<file path="src/shared/nco_ctrl_pkg.sv">
package nco_ctrl_pkg;
  // ==========================================================
  // widths
  localparam int WORD_W = 16;
  localparam int PHASE_W = 32;
  localparam int PSK_W = 3;
  localparam int PSK_ZERO_W = 13;
  localparam int LUT_PH_W = 6;
  localparam int FIFO_W = 2 * WORD_W;
  localparam int FIFO_DEPTH = 8;
  localparam int CNT_W = 4;

  // ==========================================================
  // timing
  localparam int CLK_PERIOD_NS = 10;
  localparam int MAX_SAMPLE_RATE_MHZ = 33;
  localparam logic [CNT_W-1:0] SHIFT_LAST = 4'hF;
  localparam logic [CNT_W-1:0] SHIFT_FIRST = 4'h0;

  // ==========================================================
  // synchroniser bit positions
  localparam int SY_PSEL = 0;
  localparam int SY_PSK_LO = 1;
  localparam int SY_CARRY_N = 4;
  localparam int SY_TINIT_N = 5;
  localparam int SY_TEST = 6;
  localparam int SY_PAR = 7;
  localparam int SY_FMT = 8;
  localparam int SY_OES_N = 9;
  localparam int SY_OEC_N = 10;
  localparam int SY_ACCEN_N = 11;
  localparam int SY_POEN_N = 12;
  localparam int SYNC_W = 13;
  // active-low pins idle high, everything else idles low
  localparam logic [SYNC_W-1:0] SYNC_RESET = 13'h1E30;

  // ==========================================================
  // reset values and lookup quarter-turn constants
  localparam logic [PHASE_W-1:0] PHASE_RESET = 32'h0000_0000;
  localparam logic [WORD_W-1:0] WORD_RESET = 16'h0000;
  localparam logic [LUT_PH_W-1:0] QUARTER_TURN = 6'h10;
  localparam logic [4:0] QUARTER_IDX = 5'h10;

  typedef enum logic [2:0] {
    SER_IDLE = 3'b001,
    SER_LOADED = 3'b010,
    SER_SHIFT = 3'b100
  } ser_state_type;
endpackage

</file>
<file path="src/hw/nco_mode_and_output_control.sv">
`timescale 1ns/1ps
// Summary of operation
// RULE1: phase source select high loads phase offset from programmed phase input.
// RULE2: select low: PSK levels fill top three offset bits, lower 13 zero.
// RULE3: carry input is sampled on the clock before entering the accumulation.
// RULE4: active timer init loads timer increment and zeroes timer feedback.
// RULE5: test select routes the phase accumulator bus to the data outputs.
// RULE6: serial mode loads words while accumulator enable low, shifts after it rises.
// RULE7: parallel mode loads output registers every clock, with no shifting.
// RULE8: format low inverts sine and cosine MSB for offset binary.
// RULE9: sine bus driven only while its enable pin is low.
// RULE10: cosine bus driven only while its enable pin is low.
// RULE11: timer carry output goes low on a timer accumulator carry.
// RULE12: serial strobe pulses low with first bit; stays high in parallel.
// RULE13: serial sine word leaves top pin MSB first, bottom pin LSB first.
// RULE14: serial cosine word leaves top pin MSB first, bottom pin LSB first.
// RULE15: parallel mode presents full sixteen-bit sine and cosine words.
// RULE16: one simultaneous sine and cosine sample pair per clock.
// RULE17: phase accumulates from controls and converts to amplitude by lookup.
// RULE18: PSK levels give eight phases from zero to 315 degrees.
// RULE19: PSK levels captured only when offset register load is enabled.
// RULE20: controller drives accumulator enable low to advance; it frames serial loads.
// RULE21: each bus has its own output enable for the pad tristate.
module nco_mode_and_output_control (
  input wire logic CLK,
  input wire logic RESETN,
  input wire logic PHASE_SOURCE_SELECT,
  input wire logic [nco_ctrl_pkg::PSK_W-1:0] PSK_LEVEL_INPUTS,
  input wire logic PHASE_CARRY_IN_N,
  input wire logic TIMER_ACCUM_INIT_N,
  input wire logic TEST_SELECT,
  input wire logic OUTPUT_PARALLEL_NOT_SERIAL,
  input wire logic OUTPUT_FORMAT_SELECT,
  input wire logic SINE_OUTPUT_ENABLE_N,
  input wire logic COSINE_OUTPUT_ENABLE_N,
  input wire logic PHASE_ACCUM_LOAD_EN_N,
  input wire logic PHASE_OFFSET_LOAD_EN_N,
  input wire logic [nco_ctrl_pkg::WORD_W-1:0] PHASE_INPUT,
  input wire logic [nco_ctrl_pkg::PHASE_W-1:0] FREQ_WORD,
  input wire logic [nco_ctrl_pkg::PHASE_W-1:0] TIMER_INCREMENT,
  output logic [nco_ctrl_pkg::WORD_W-1:0] SIN_OUT,
  output logic SIN_OUT_EN_N,
  output logic [nco_ctrl_pkg::WORD_W-1:0] COS_OUT,
  output logic COS_OUT_EN_N,
  output logic TIMER_CARRY_OUT_N,
  output logic CONVERTER_WORD_STROBE_N
);
  import nco_ctrl_pkg::*;

  // ==========================================================
  // pin synchronisers
  logic [SYNC_W-1:0] pins;
  logic [SYNC_W-1:0] sync1_reg, sync1_next;
  logic [SYNC_W-1:0] sync2_reg, sync2_next;

  assign pins = {PHASE_OFFSET_LOAD_EN_N, PHASE_ACCUM_LOAD_EN_N, COSINE_OUTPUT_ENABLE_N,
                 SINE_OUTPUT_ENABLE_N, OUTPUT_FORMAT_SELECT, OUTPUT_PARALLEL_NOT_SERIAL,
                 TEST_SELECT, TIMER_ACCUM_INIT_N, PHASE_CARRY_IN_N, PSK_LEVEL_INPUTS,
                 PHASE_SOURCE_SELECT};

  always_comb begin
    sync1_next = pins;
    sync2_next = sync1_reg;
  end

  always_ff @(posedge CLK or negedge RESETN) begin
    if (!RESETN) begin
      sync1_reg <= SYNC_RESET;
      sync2_reg <= SYNC_RESET;
    end else begin
      sync1_reg <= sync1_next;
      sync2_reg <= sync2_next;
    end
  end

  logic psel_s, carry_s, tinit_s, test_s, par_s, fmt_s, accen_s, poen_s;
  logic [PSK_W-1:0] psk_s;

  assign psel_s = sync2_reg[SY_PSEL];
  assign psk_s = sync2_reg[SY_PSK_LO +: PSK_W];
  assign carry_s = ~sync2_reg[SY_CARRY_N];
  assign tinit_s = ~sync2_reg[SY_TINIT_N];
  assign test_s = sync2_reg[SY_TEST];
  assign par_s = sync2_reg[SY_PAR];
  assign fmt_s = sync2_reg[SY_FMT];
  assign accen_s = ~sync2_reg[SY_ACCEN_N];
  assign poen_s = ~sync2_reg[SY_POEN_N];

  // ==========================================================
  // phase offset, phase accumulator and timer accumulator
  logic [WORD_W-1:0] offset_reg, offset_next;
  logic [PHASE_W-1:0] acc_reg, acc_next;
  logic [PHASE_W-1:0] tinc_reg, tinc_next;
  logic [PHASE_W-1:0] tacc_reg, tacc_next;
  logic timer_carry_out_n_n_reg, timer_carry_out_n_n_next;
  logic [PHASE_W:0] tsum;
  logic fifo_in_ready;
  logic acc_adv;

  // accumulator stalls while the sample buffer is full, so no sample is lost
  assign acc_adv = accen_s && fifo_in_ready;

  always_comb begin
    offset_next = offset_reg;
    // RULE19: offset load gate
    if (poen_s) begin
      // RULE1: programmed phase source
      if (psel_s) begin
        offset_next = PHASE_INPUT;
      // RULE2: psk source, RULE18 eight 45 degree steps
      end else begin
        offset_next = {psk_s, {PSK_ZERO_W{1'b0}}};
      end
    end
    acc_next = acc_reg;
    // RULE3: registered carry joins the sum
    if (acc_adv) begin
      acc_next = acc_reg + FREQ_WORD + {{(PHASE_W-1){1'b0}}, carry_s};
    end
    // RULE4: init loads increment and zeroes feedback
    tinc_next = tinit_s ? TIMER_INCREMENT : tinc_reg;
    tsum = {1'b0, (tinit_s ? PHASE_RESET : tacc_reg)} + {1'b0, tinc_reg};
    tacc_next = tsum[PHASE_W-1:0];
    // RULE11: carry drives the output low
    timer_carry_out_n_n_next = ~tsum[PHASE_W];
  end

  always_ff @(posedge CLK or negedge RESETN) begin
    if (!RESETN) begin
      offset_reg <= WORD_RESET;
      acc_reg <= PHASE_RESET;
      tinc_reg <= PHASE_RESET;
      tacc_reg <= PHASE_RESET;
      timer_carry_out_n_n_reg <= 1'b1;
    end else begin
      offset_reg <= offset_next;
      acc_reg <= acc_next;
      tinc_reg <= tinc_next;
      tacc_reg <= tacc_next;
      timer_carry_out_n_n_reg <= timer_carry_out_n_n_next;
    end
  end

  // ==========================================================
  // amplitude lookup
  function automatic logic [WORD_W-1:0] quarter_wave(input logic [4:0] idx);
    case (idx)
      5'h00: quarter_wave = 16'h0000;
      5'h01: quarter_wave = 16'h0C8C;
      5'h02: quarter_wave = 16'h18F9;
      5'h03: quarter_wave = 16'h2528;
      5'h04: quarter_wave = 16'h30FB;
      5'h05: quarter_wave = 16'h3C56;
      5'h06: quarter_wave = 16'h471C;
      5'h07: quarter_wave = 16'h5133;
      5'h08: quarter_wave = 16'h5A82;
      5'h09: quarter_wave = 16'h62F1;
      5'h0A: quarter_wave = 16'h6A6D;
      5'h0B: quarter_wave = 16'h70E2;
      5'h0C: quarter_wave = 16'h7641;
      5'h0D: quarter_wave = 16'h7A7C;
      5'h0E: quarter_wave = 16'h7D89;
      5'h0F: quarter_wave = 16'h7F61;
      default: quarter_wave = 16'h7FFF;
    endcase
  endfunction

  function automatic logic [WORD_W-1:0] sine_of(input logic [LUT_PH_W-1:0] ph);
    logic [WORD_W-1:0] mag;
    mag = ph[4] ? quarter_wave(QUARTER_IDX - {1'b0, ph[3:0]}) : quarter_wave({1'b0, ph[3:0]});
    sine_of = ph[5] ? WORD_W'(-mag) : mag;
  endfunction

  logic [LUT_PH_W-1:0] lut_phase;
  logic [WORD_W-1:0] lut_sin, lut_cos, smp_sin, smp_cos;

  // RULE17: rotating phase plus offset, then table lookup
  assign lut_phase = acc_reg[PHASE_W-1 -: LUT_PH_W] + offset_reg[WORD_W-1 -: LUT_PH_W];
  assign lut_sin = sine_of(lut_phase);
  assign lut_cos = sine_of(LUT_PH_W'(lut_phase + QUARTER_TURN));

  always_comb begin
    // RULE5: test bus carries the top 28 accumulator bits
    if (test_s) begin
      smp_sin = acc_reg[PHASE_W-1 -: WORD_W];
      smp_cos = {acc_reg[WORD_W-1 -: 12], 4'h0};
    // RULE8: offset binary flips the sign bit
    end else begin
      smp_sin = {lut_sin[WORD_W-1] ^ ~fmt_s, lut_sin[WORD_W-2:0]};
      smp_cos = {lut_cos[WORD_W-1] ^ ~fmt_s, lut_cos[WORD_W-2:0]};
    end
  end

  // ==========================================================
  // sample buffer
  logic fifo_out_valid, fifo_out_ready;
  logic [FIFO_W-1:0] fifo_out_data;
  logic [WORD_W-1:0] f_sin, f_cos;

  // RULE16: one sample pair offered per clock
  sample_fifo #(
    .WIDTH(FIFO_W),
    .DEPTH(FIFO_DEPTH)
  ) u_fifo (
    .CLK(CLK),
    .RESETN(RESETN),
    .in_valid(1'b1),
    .in_ready(fifo_in_ready),
    .in_data({smp_sin, smp_cos}),
    .out_valid(fifo_out_valid),
    .out_ready(fifo_out_ready),
    .out_data(fifo_out_data)
  );

  assign f_sin = fifo_out_data[FIFO_W-1 -: WORD_W];
  assign f_cos = fifo_out_data[WORD_W-1:0];

  // ==========================================================
  // output stage
  ser_state_type state_reg, state_next;
  logic [CNT_W-1:0] cnt_reg, cnt_next;
  logic [WORD_W-1:0] sword_reg, sword_next, cword_reg, cword_next;
  logic [WORD_W-1:0] sout_reg, sout_next, cout_reg, cout_next;
  logic strobe_n_reg, strobe_n_next;
  logic soe_n_reg, coe_n_reg;

  always_comb begin
    state_next = state_reg;
    cnt_next = cnt_reg;
    sword_next = sword_reg;
    cword_next = cword_reg;
    sout_next = sout_reg;
    cout_next = cout_reg;
    fifo_out_ready = 1'b0;
    case (state_reg)
      SER_IDLE: begin
        // RULE6: load while enable low, RULE20 framed by controller
        if (!par_s && accen_s && fifo_out_valid) begin
          fifo_out_ready = 1'b1;
          sword_next = f_sin;
          cword_next = f_cos;
          state_next = SER_LOADED;
        end
      end
      SER_LOADED: begin
        if (par_s) begin
          state_next = SER_IDLE;
        end else if (!accen_s) begin
          state_next = SER_SHIFT;
          cnt_next = SHIFT_FIRST;
        end
      end
      SER_SHIFT: begin
        cnt_next = CNT_W'(cnt_reg + 1'b1);
        if (par_s || cnt_reg == SHIFT_LAST) begin
          state_next = SER_IDLE;
        end
      end
      default: begin
        state_next = SER_IDLE;
      end
    endcase
    // RULE7: parallel loads each clock, RULE15 full words
    if (par_s) begin
      fifo_out_ready = 1'b1;
      if (fifo_out_valid) begin
        sout_next = f_sin;
        cout_next = f_cos;
      end
    // RULE13: sine streams, RULE14 cosine streams
    end else if (state_reg == SER_SHIFT) begin
      sout_next = {sword_reg[SHIFT_LAST - cnt_reg], 14'h0000, sword_reg[cnt_reg]};
      cout_next = {cword_reg[SHIFT_LAST - cnt_reg], 14'h0000, cword_reg[cnt_reg]};
    end
    // RULE12: strobe with the first serial bit only
    strobe_n_next = !(state_reg == SER_SHIFT && cnt_reg == SHIFT_FIRST && !par_s);
  end

  always_ff @(posedge CLK or negedge RESETN) begin
    if (!RESETN) begin
      state_reg <= SER_IDLE;
      cnt_reg <= SHIFT_FIRST;
      sword_reg <= WORD_RESET;
      cword_reg <= WORD_RESET;
      sout_reg <= WORD_RESET;
      cout_reg <= WORD_RESET;
      strobe_n_reg <= 1'b1;
      soe_n_reg <= 1'b1;
      coe_n_reg <= 1'b1;
    end else begin
      state_reg <= state_next;
      cnt_reg <= cnt_next;
      sword_reg <= sword_next;
      cword_reg <= cword_next;
      sout_reg <= sout_next;
      cout_reg <= cout_next;
      strobe_n_reg <= strobe_n_next;
      // RULE9: sine enable, RULE10 cosine enable, RULE21 per bus
      soe_n_reg <= sync2_reg[SY_OES_N];
      coe_n_reg <= sync2_reg[SY_OEC_N];
    end
  end

  assign SIN_OUT = sout_reg;
  assign COS_OUT = cout_reg;
  assign SIN_OUT_EN_N = soe_n_reg;
  assign COS_OUT_EN_N = coe_n_reg;
  assign TIMER_CARRY_OUT_N = timer_carry_out_n_n_reg;
  assign CONVERTER_WORD_STROBE_N = strobe_n_reg;

  // ==========================================================
  // checks
  chk_offset_programmed: assert property (@(posedge CLK) disable iff (!RESETN) // RULE1
    (poen_s && psel_s) |=> (offset_reg == $past(PHASE_INPUT)))
    else $error("offset not taken from phase input");

  chk_offset_psk: assert property (@(posedge CLK) disable iff (!RESETN) // RULE2
    (poen_s && !psel_s) |=> (offset_reg == {$past(psk_s), 13'h0000}))
    else $error("psk offset wrong");

  chk_offset_hold: assert property (@(posedge CLK) disable iff (!RESETN) // RULE19
    !poen_s |=> $stable(offset_reg))
    else $error("offset changed without load enable");

  chk_accum_carry: assert property (@(posedge CLK) disable iff (!RESETN) // RULE3
    acc_adv |=> (acc_reg == PHASE_W'($past(acc_reg) + $past(FREQ_WORD) + $past(carry_s))))
    else $error("accumulator sum wrong");

  chk_timer_init: assert property (@(posedge CLK) disable iff (!RESETN) // RULE4
    tinit_s |=> (tinc_reg == $past(TIMER_INCREMENT)) && (tacc_reg == $past(tinc_reg)))
    else $error("timer init not applied");

  chk_timer_carry: assert property (@(posedge CLK) disable iff (!RESETN) // RULE11
    tsum[PHASE_W] |=> !TIMER_CARRY_OUT_N)
    else $error("timer carry not shown");

  chk_parallel_load: assert property (@(posedge CLK) disable iff (!RESETN) // RULE7
    (par_s && fifo_out_valid) |=> (SIN_OUT == $past(f_sin)) && (COS_OUT == $past(f_cos)))
    else $error("parallel word not loaded");

  chk_strobe_parallel: assert property (@(posedge CLK) disable iff (!RESETN) // RULE12
    par_s |=> CONVERTER_WORD_STROBE_N)
    else $error("strobe active in parallel mode");

  chk_serial_sine: assert property (@(posedge CLK) disable iff (!RESETN) // RULE13
    (state_reg == SER_SHIFT && !par_s && cnt_reg == SHIFT_FIRST)
    |=> (SIN_OUT[15] == sword_reg[15]) && (SIN_OUT[0] == sword_reg[0]) && !CONVERTER_WORD_STROBE_N
    ##1 (SIN_OUT[15] == sword_reg[14]) && (SIN_OUT[0] == sword_reg[1]))
    else $error("serial sine stream order wrong");

  chk_serial_cos: assert property (@(posedge CLK) disable iff (!RESETN) // RULE14
    (state_reg == SER_SHIFT && !par_s && cnt_reg == SHIFT_LAST)
    |=> (COS_OUT[15] == cword_reg[0]) && (COS_OUT[0] == cword_reg[15]))
    else $error("serial cosine last bit wrong");

  chk_sine_enable: assert property (@(posedge CLK) disable iff (!RESETN) // RULE9
    ##1 (SIN_OUT_EN_N == $past(sync2_reg[SY_OES_N])))
    else $error("sine enable not following pin");

  chk_cos_enable: assert property (@(posedge CLK) disable iff (!RESETN) // RULE10
    ##1 (COS_OUT_EN_N == $past(sync2_reg[SY_OEC_N])))
    else $error("cosine enable not following pin");
endmodule

</file>
<file path="src/hw/sample_fifo.sv">
`timescale 1ns/1ps
module sample_fifo #(
  parameter int WIDTH = 32,
  parameter int DEPTH = 8
) (
  input wire logic CLK,
  input wire logic RESETN,
  input wire logic in_valid,
  output logic in_ready,
  input wire logic [WIDTH-1:0] in_data,
  output logic out_valid,
  input wire logic out_ready,
  output logic [WIDTH-1:0] out_data
);
  localparam int AW = $clog2(DEPTH);
  localparam int CW = $clog2(DEPTH + 1);

  logic [WIDTH-1:0] mem_reg [DEPTH];
  logic [WIDTH-1:0] mem_next [DEPTH];
  logic [AW-1:0] wr_ptr_reg, wr_ptr_next;
  logic [AW-1:0] rd_ptr_reg, rd_ptr_next;
  logic [CW-1:0] count_reg, count_next;
  logic push, pop;

  // depth must be a power of two: pointers wrap by overflow
  assign in_ready = (count_reg != CW'(DEPTH));
  assign out_valid = (count_reg != '0);
  assign out_data = mem_reg[rd_ptr_reg];

  always_comb begin
    push = in_valid && in_ready;
    pop = out_valid && out_ready;
    mem_next = mem_reg;
    wr_ptr_next = wr_ptr_reg;
    rd_ptr_next = rd_ptr_reg;
    if (push) begin
      mem_next[wr_ptr_reg] = in_data;
      wr_ptr_next = AW'(wr_ptr_reg + 1'b1);
    end
    if (pop) begin
      rd_ptr_next = AW'(rd_ptr_reg + 1'b1);
    end
    count_next = CW'(count_reg + CW'(push) - CW'(pop));
  end

  always_ff @(posedge CLK or negedge RESETN) begin
    if (!RESETN) begin
      for (int i = 0; i < DEPTH; i++) begin
        mem_reg[i] <= '0;
      end
      wr_ptr_reg <= '0;
      rd_ptr_reg <= '0;
      count_reg <= '0;
    end else begin
      mem_reg <= mem_next;
      wr_ptr_reg <= wr_ptr_next;
      rd_ptr_reg <= rd_ptr_next;
      count_reg <= count_next;
    end
  end
endmodule

</file>
<file path="config.mk">
export PLATFORM = sky130hd
export DESIGN_NAME = nco_mode_and_output_control
export DESIGN_NICKNAME = d
export VERILOG_FILES = /design/src/shared/nco_ctrl_pkg.sv /design/src/hw/nco_mode_and_output_control.sv /design/src/hw/sample_fifo.sv
export SDC_FILE = /design/constraint.sdc
export NUM_CORES = 1
export LEC_CHECK = 0
export BUFFER_PORTS_ARGS = -buffer_cell sky130_fd_sc_hd__clkbuf_2
export CORE_AREA = 2 2 297 182
export DETAILED_ROUTE_END_ITERATION = 12
export DIE_AREA = 0 0 299 184
export PLACE_DENSITY = 0.66
export SYNTH_ARGS = -nofsm -noshare
export SYNTH_HDL_FRONTEND = slang
export SYNTH_SLANG_ARGS = --single-unit
</file>
<file path="constraint.sdc">
create_clock -name CLK -period 11.8 [get_ports CLK]
set_clock_uncertainty 0.15 [all_clocks]
set_input_delay 2.36 -clock CLK [delete_from_list [all_inputs] [get_ports CLK]]
set_output_delay 2.36 -clock CLK [all_outputs]
set_load 0.05 [all_outputs]
</file>
==> run summary, run 1 <==
Post-DR vias/cell: 6.00
Kind of critical path: reg -> reg
Fin. Hold Viols: 0
Die area: 55000 sq um
Synthesized net count: 2675
Fin cells: 3271
Outcome: finished clean
Initial DRC count: 1860
Synth top area share: 0.437
Worst Tran Pin Value: 1.36 ns
GRT Util Overall: 0.249
WL/cell: 20.7 um
Library cells used by synthesis: 90
Min Hold Slack: 0.197 ns
Total congestion overflow: 0
Crit path time final: 6.40 ns
Initial antenna violation count: 0
CP Buf/Inv Count: 2
Setup bufs post-CTS: 0
Max stage delay on crit path: 0.95 ns
CTS resizes: 0
CP Data Arrival Time: 6.67 ns
WL final: 67.6 mm
Clock slew at reported path FFs: 0.06 ns
Synthesis Warnings: 0
Core area: 52000 sq um
Final Cycle Share: 0.542
Initial DRT Pass Iterations: 7
# setup viols final: 0
Clk buf depth: 3
Clk sinks: 469
Max FFs per register: 256
# port buffers: 120
Vias in the first global route: 19100
Slowest CP cell: ha_1
Root Driver: clkbuf_16
Crit Path Max Fanout: 26
Max-cap violations: 0
Critical path's top delay family: adder cells
# nets final: 2717
Required @ worst endpoint: 12.08 ns
Slew margin rel.: 0.0885
Share of layout cells above drive strength 1: 0.195
R2R setup slack: 5.40 ns
Die extent in y: 184 um
Synth top cells by count: dfrtp_1 (452), nand2_1 (397), o21ai_0 (236), mux2_2 (131), clkbuf_1 (118)
Setup crit end kind: flop
Gate Count Post-Synth: 2488
I/O Pins: 131
Placer Congestion: 0.965
Cell taking the most area after synthesis: dfrtp_1
DIE WIDTH: 299 um
Placed Cells: 3185
Ranking of synthesized cells by area: dfrtp_1 (44%), mux4_2 (7.6%), nand2_1 (5.8%)
CTS tree: done
Clk Latency, worst-skew pair: 0.60 ns
RSZ-0062 raised after global routing: no
Final antenna-violating net count: 0
Post-synth EDFFs: 0
Min-Delay Path Class: reg -> reg
Area grow syn2layout: 10.3%
Max Slew Vio Count: 0
Post-route setup TNS: 0 ns
Seq/Total Area, Yosys: 0.454
Count leader, synth: dfrtp_1
Synth Flop Type: dfrtp_1
Maximum level of the CTS H-tree: 2
First-pass GRT wire length: 108 mm
Via count: 19600
Multi-input gate area: 13400 sq um
Syn_area_per_cell: 10.4 sq um
Starting Density: 0.498
Area occupied by registers: 11800 sq um
Num rows: 65
CP startpoint kind: flop
Mapped Area: 25900 sq um
Largest net degree at the start of global routing: 169
Count of state elements after synthesis: 469
Final core occ: 0.549
Post-CTS Hold Fix Bufs: 0
Ys async rst share: 1.00
Crit path cell chain: ha_1 > inv_1 > ha_1 > mux4_2 > mux2i_1 > nor2_1 > a21oi_1 > ha_1 > inv_1 > a211oi_1 > nor4b_2 > a21oi_1 > xnor2_1 > mux2i_1 > o21ai_0
Peak Freq: 156 MHz
Post-detail-place hpwl: 46.2 mm
Cts bufs inserted: 46
CP most frequent cell: ha_1
DRC errors left: 0
Filler cells: 4486
path summary, 6_finish.rpt:
check / end / cells past startpoint / start
min: sync2_reg[1]$_DFF_PN0_ / 0 / sync1_reg[1]$_DFF_PN0_
min in group asynchronous: acc_reg[9]$_DFFE_PN0P_ / 1 / RESETN
max: u_fifo.mem_reg[122]$_DFFE_PN0P_ / 15 / acc_reg[26]$_DFFE_PN0P_
max reg2reg: u_fifo.mem_reg[122]$_DFFE_PN0P_ / 15 / acc_reg[26]$_DFFE_PN0P_
max in group asynchronous: u_fifo.rd_ptr_reg[0]$_DFFE_PN0P_ / 3 / RESETN
min reg2reg: sync2_reg[1]$_DFF_PN0_ / 0 / sync1_reg[1]$_DFF_PN0_
layer usage:
layer  wire length, um  global-route usage
met1             32300               0.379
met2             28100               0.353
met3              6220              0.0684
met4              1010              0.0518
met5                 0                   0
layout by cell type, fill, tap and decap left out, drive strengths merged, types with 49 or more instances in the layout:
| master | synthesis | layout |
|---|---|---|
| a21oi | 88 | 88 |
| clkbuf | 118 | 193 |
| dfrtp | 452 | 452 |
| ha | 87 | 87 |
| mux2 | 139 | 139 |
| mux2i | 61 | 61 |
| mux4 | 87 | 87 |
| nand2 | 397 | 397 |
| nor2 | 117 | 117 |
| o21ai | 252 | 252 |
| xor2 | 49 | 49 |
metrics by stage:
stage / cell area (sq um) / setup slack (ns)
after floorplan: 25900 / 6.36
after global placement: 27100 / 5.82
after detailed placement: 27100 / 5.71
after CTS: 28600 / 5.68
after global routing: 28600 / 5.05
final: 28600 / 5.40
cells by family (layout without fill, tap and decap cells):
family                     after synthesis  after routing  share of synthesized area
buffers and inverters                  203            282                     0.0317
and+or+nand+nor                        733            733                      0.127
muxes                                  287            287                      0.161
xor gates and xnor gates                96             96                     0.0330
adders and majority gates               92             92                     0.0459
AOI/OAI and AO/OA                      608            608                      0.148
DFF                                    469            469                      0.454
other                                    0              1                          0
final cells by class:
type	count	share of cell area
Clock buffer	74	0.0471
Clock inverter	11	0.00582
Antenna cell	1	0.0000875
Tap cell	703	0.0308
Timing Repair Buffer	155	0.0314
Multi-Input combinational cell	1816	0.468
Sequential cell	469	0.411
Inverter	42	0.00551
Power of run 1 is left out: the tool's default activity adds up to more than one toggle a clock period on the data nets, which glitch-free logic cannot reach.
==> run 2, diff against run 1 <==
--- a/config.mk
+++ b/config.mk
@@ -5,6 +5,7 @@
 export SDC_FILE = /design/constraint.sdc
 export NUM_CORES = 1
 export LEC_CHECK = 0
+export ABC_AREA = 1
 export BUFFER_PORTS_ARGS = -buffer_cell sky130_fd_sc_hd__clkbuf_2
 export CORE_AREA = 2 2 297 182
 export DETAILED_ROUTE_END_ITERATION = 12
==> constraint.sdc (replaced) <==
create_clock -name CLK -period 6.7 [get_ports CLK]
set_clock_uncertainty 0.15 [all_clocks]
set_input_delay 1.34 -clock CLK [delete_from_list [all_inputs] [get_ports CLK]]
set_output_delay 1.34 -clock CLK [all_outputs]
set_load 0.05 [all_outputs]
==> run summary, run 2 <==
Outcome: finished clean (unchanged)
Initial antenna violation count: 0 (unchanged)
Clk Latency, worst-skew pair: 0.59 ns (was 0.60 ns)
Crit Path Max Fanout: 12 (was 26)
Initial DRC count: 2349 (was 1860)
Num rows: 65 (unchanged)
Min-Delay Path Class: reg -> reg (unchanged)
Final antenna-violating net count: 0 (unchanged)
Cell taking the most area after synthesis: dfrtp_1 (unchanged)
CP Data Arrival Time: 4.98 ns (was 6.67 ns)
CTS tree: done (unchanged)
Syn_area_per_cell: 7.79 sq um (was 10.4 sq um)
Die extent in y: 184 um (unchanged)
Synthesis Warnings: 0 (unchanged)
Most frequent cells in the layout: nand2_1 (886), dfrtp_1 (449), o21ai_0 (384) (was dfrtp_1 (449), nand2_1 (397), o21ai_0 (236))
WL/cell: 18.8 um (was 20.7 um)
Worst Setup SP: acc_reg[26]$_DFFE_PN0P_ (unchanged)
Fin. Hold Viols: 0 (unchanged)
# nets final: 3547 (was 2717)
Metal2 WL: 32.5 mm (was 28.1 mm)
Commonest non-fill, non-tap cell in the layout: nand2_1 (was dfrtp_1)
Synth top area share: 0.437 (about the same)
Clk sinks: 469 (unchanged)
Root Driver: clkbuf_16 (unchanged)
Setup bufs post-CTS: 0 (unchanged)
Count of state elements after synthesis: 469 (unchanged)
Final Cycle Share: 0.702 (was 0.542)
Worst Tran Pin Value: 1.19 ns (was 1.36 ns)
Placer Congestion: 0.956 (was 0.965)
Area occupied by registers: 11800 sq um (unchanged)
Setup crit end kind: flop (unchanged)
Max FFs per register: 256 (unchanged)
RSZ-0062 raised after global routing: no (unchanged)
Diode count: 0 (was 1)
Initial DRT Pass Iterations: 6 (was 7)
Mapped Area: 25900 sq um (about the same)
Synth Flop Type: dfrtp_1 (unchanged)
# setup viols final: 0 (unchanged)
CP startpoint kind: flop (unchanged)
Max Slew Vio Count: 0 (unchanged)
Placed Cells: 4014 (was 3185)
Worst R2R Path Depth: 22 (was 15)
Library cells used by synthesis: 52 (was 90)
Peak Freq: 212 MHz (was 156 MHz)
Post-DR vias/cell: 5.71 (was 6.00)
Max-cap violations: 0 (unchanged)
# port buffers: 120 (unchanged)
Count leader, synth: nand2_1 (was dfrtp_1)
DIE WIDTH: 299 um (unchanged)
Required @ worst endpoint: 6.98 ns (was 12.08 ns)
Multi-input gate area: 12400 sq um (was 13400 sq um)
Met1 WL: 36.8 mm (was 32.3 mm)
Largest net degree at the start of global routing: 180 (was 169)
Maximum level of the CTS H-tree: 2 (unchanged)
Total congestion overflow: 0 (unchanged)
Share of layout cells above drive strength 1: 0.109 (was 0.195)
Clock slew at reported path FFs: 0.07 ns (was 0.06 ns)
Core area: 52000 sq um (unchanged)
CTS resizes: 0 (unchanged)
R2R setup slack: 1.99 ns (was 5.40 ns)
Filler cells: 4817 (was 4486)
Top Layer Used: met4 (unchanged)
First-pass GRT wire length: 125 mm (was 108 mm)
Die area: 55000 sq um (unchanged)
Fin cells: 4102 (was 3271)
Post-route setup TNS: 0 ns (unchanged)
Ys async rst share: 1.00 (unchanged)
DRC errors left: 0 (unchanged)
Final core occ: 0.550 (was 0.549)
Clk buf depth: 3 (unchanged)
Kind of critical path: reg -> reg (unchanged)
Gate Count Post-Synth: 3323 (was 2488)
WL final: 77.1 mm (was 67.6 mm)
Synthesized net count: 3510 (was 2675)
Seq/Total Area, Yosys: 0.454 (about the same)
I/O Pins: 131 (unchanged)
Via count: 23400 (was 19600)
Post-synth EDFFs: 0 (unchanged)
Slew margin rel.: 0.200 (was 0.0885)
Vias in the first global route: 22600 (was 19100)
Post-detail-place hpwl: 52.7 mm (was 46.2 mm)
Cts bufs inserted: 47 (was 46)
GRT Util Overall: 0.285 (was 0.249)
Area grow syn2layout: 10.6% (was 10.3%)
Starting Density: 0.497 (was 0.498)
CP Capture Point: u_fifo.mem_reg[212]$_DFFE_PN0P_ (was u_fifo.mem_reg[122]$_DFFE_PN0P_)
Reg-to-Reg Start: acc_reg[26]$_DFFE_PN0P_ (unchanged)
DR WL met3: 6.31 mm (was 6.22 mm)
Crit path time final: 4.71 ns (was 6.40 ns)
Post-CTS Hold Fix Bufs: 0 (unchanged)
Ranking of synthesized cells by area: dfrtp_1 (44%), nand2_1 (13%), o21ai_0 (7.4%) (was dfrtp_1 (44%), mux4_2 (7.6%), nand2_1 (5.8%))
R2r endpoint: u_fifo.mem_reg[212]$_DFFE_PN0P_ (was u_fifo.mem_reg[122]$_DFFE_PN0P_)
Synth top cells by count: nand2_1 (887), dfrtp_1 (452), o21ai_0 (384), inv_1 (266), nor2_1 (261) (was dfrtp_1 (452), nand2_1 (397), o21ai_0 (236), mux2_2 (131), clkbuf_1 (118))
Min Hold Slack: 0.200 ns (was 0.197 ns)
run 2: critical path, stage by stage (launching register included):
cell	delay [ns]
dfrtp_1	0.52
ha_1	0.28
fa_1	0.65
inv_1	0.21
ha_1	0.28
inv_1	0.14
nand2_4	0.09
nand2_2	0.20
inv_1	0.13
nand2_1	0.09
nand2_1	0.05
nand2_1	0.09
nand3_1	0.13
o21ai_2	0.20
ha_1	0.20
nand3_1	0.09
nor2_1	0.14
nor2_1	0.07
nand2_1	0.09
nand2_1	0.05
o22ai_1	0.34
buf_4	0.24
o21ai_0	0.09
run 2: metrics by stage:
stage	instance area, sq um	worst slack, ns
finish	28600	1.99
global route	28600	1.48
CTS	28600	2.02
detailed placement	27000	1.94
global placement	27000	1.94
floorplan	25900	2.60
run 2: kinds of logic after synthesis:
| family | after synthesis | share of synthesized area |
|---|---|---|
| AND/OR/NAND/NOR | 1512 | 0.246 |
| AO/OA/AOI/OAI | 717 | 0.154 |
| flip-flops | 469 | 0.454 |
| buffers and inverters | 443 | 0.0662 |
| adder cells (fa/ha/maj) | 92 | 0.0459 |
| XOR/XNOR | 59 | 0.0207 |
| multiplexers | 31 | 0.0135 |
run 2: layer usage:
| metal | vias up | track usage |
|---|---|---|
| li1 | 11100 | - |
| met2 | 915 | 0.424 |
| met4 | 0 | 0.0678 |
| met5 | - | 0 |
| met3 | 107 | 0.0419 |
| met1 | 11300 | 0.437 |
run 2: layout make-up:
| type | count | area share |
|---|---|---|
| repair buffers | 153 | 0.0308 |
| flip-flops and latches | 469 | 0.411 |
| clock buffers | 68 | 0.0481 |
| multi-input cells | 2411 | 0.435 |
| inverters | 278 | 0.0365 |
| well taps | 703 | 0.0307 |
| clock inverters | 20 | 0.00830 |
run 2: how the worst min path moves through the flow:
stage / to / slack [ns] / start / depth (start not counted)
final: sync2_reg[0]$_DFF_PN0_ / 0.20 / sync1_reg[0]$_DFF_PN0_ / 0
after detailed placement: sync2_reg[2]$_DFF_PN0_ / 0.19 / sync1_reg[2]$_DFF_PN0_ / 0
after floorplan: sync2_reg[0]$_DFF_PN0_ / 0.18 / sync1_reg[0]$_DFF_PN0_ / 0
after global placement: sync2_reg[0]$_DFF_PN0_ / 0.18 / sync1_reg[0]$_DFF_PN0_ / 0
after CTS: sync2_reg[2]$_DFF_PN0_ / 0.20 / sync1_reg[2]$_DFF_PN0_ / 0
after global routing: sync2_reg[12]$_DFF_PN1_ / 0.21 / sync1_reg[12]$_DFF_PN1_ / 0
Power of run 2 is left out for the same reason.
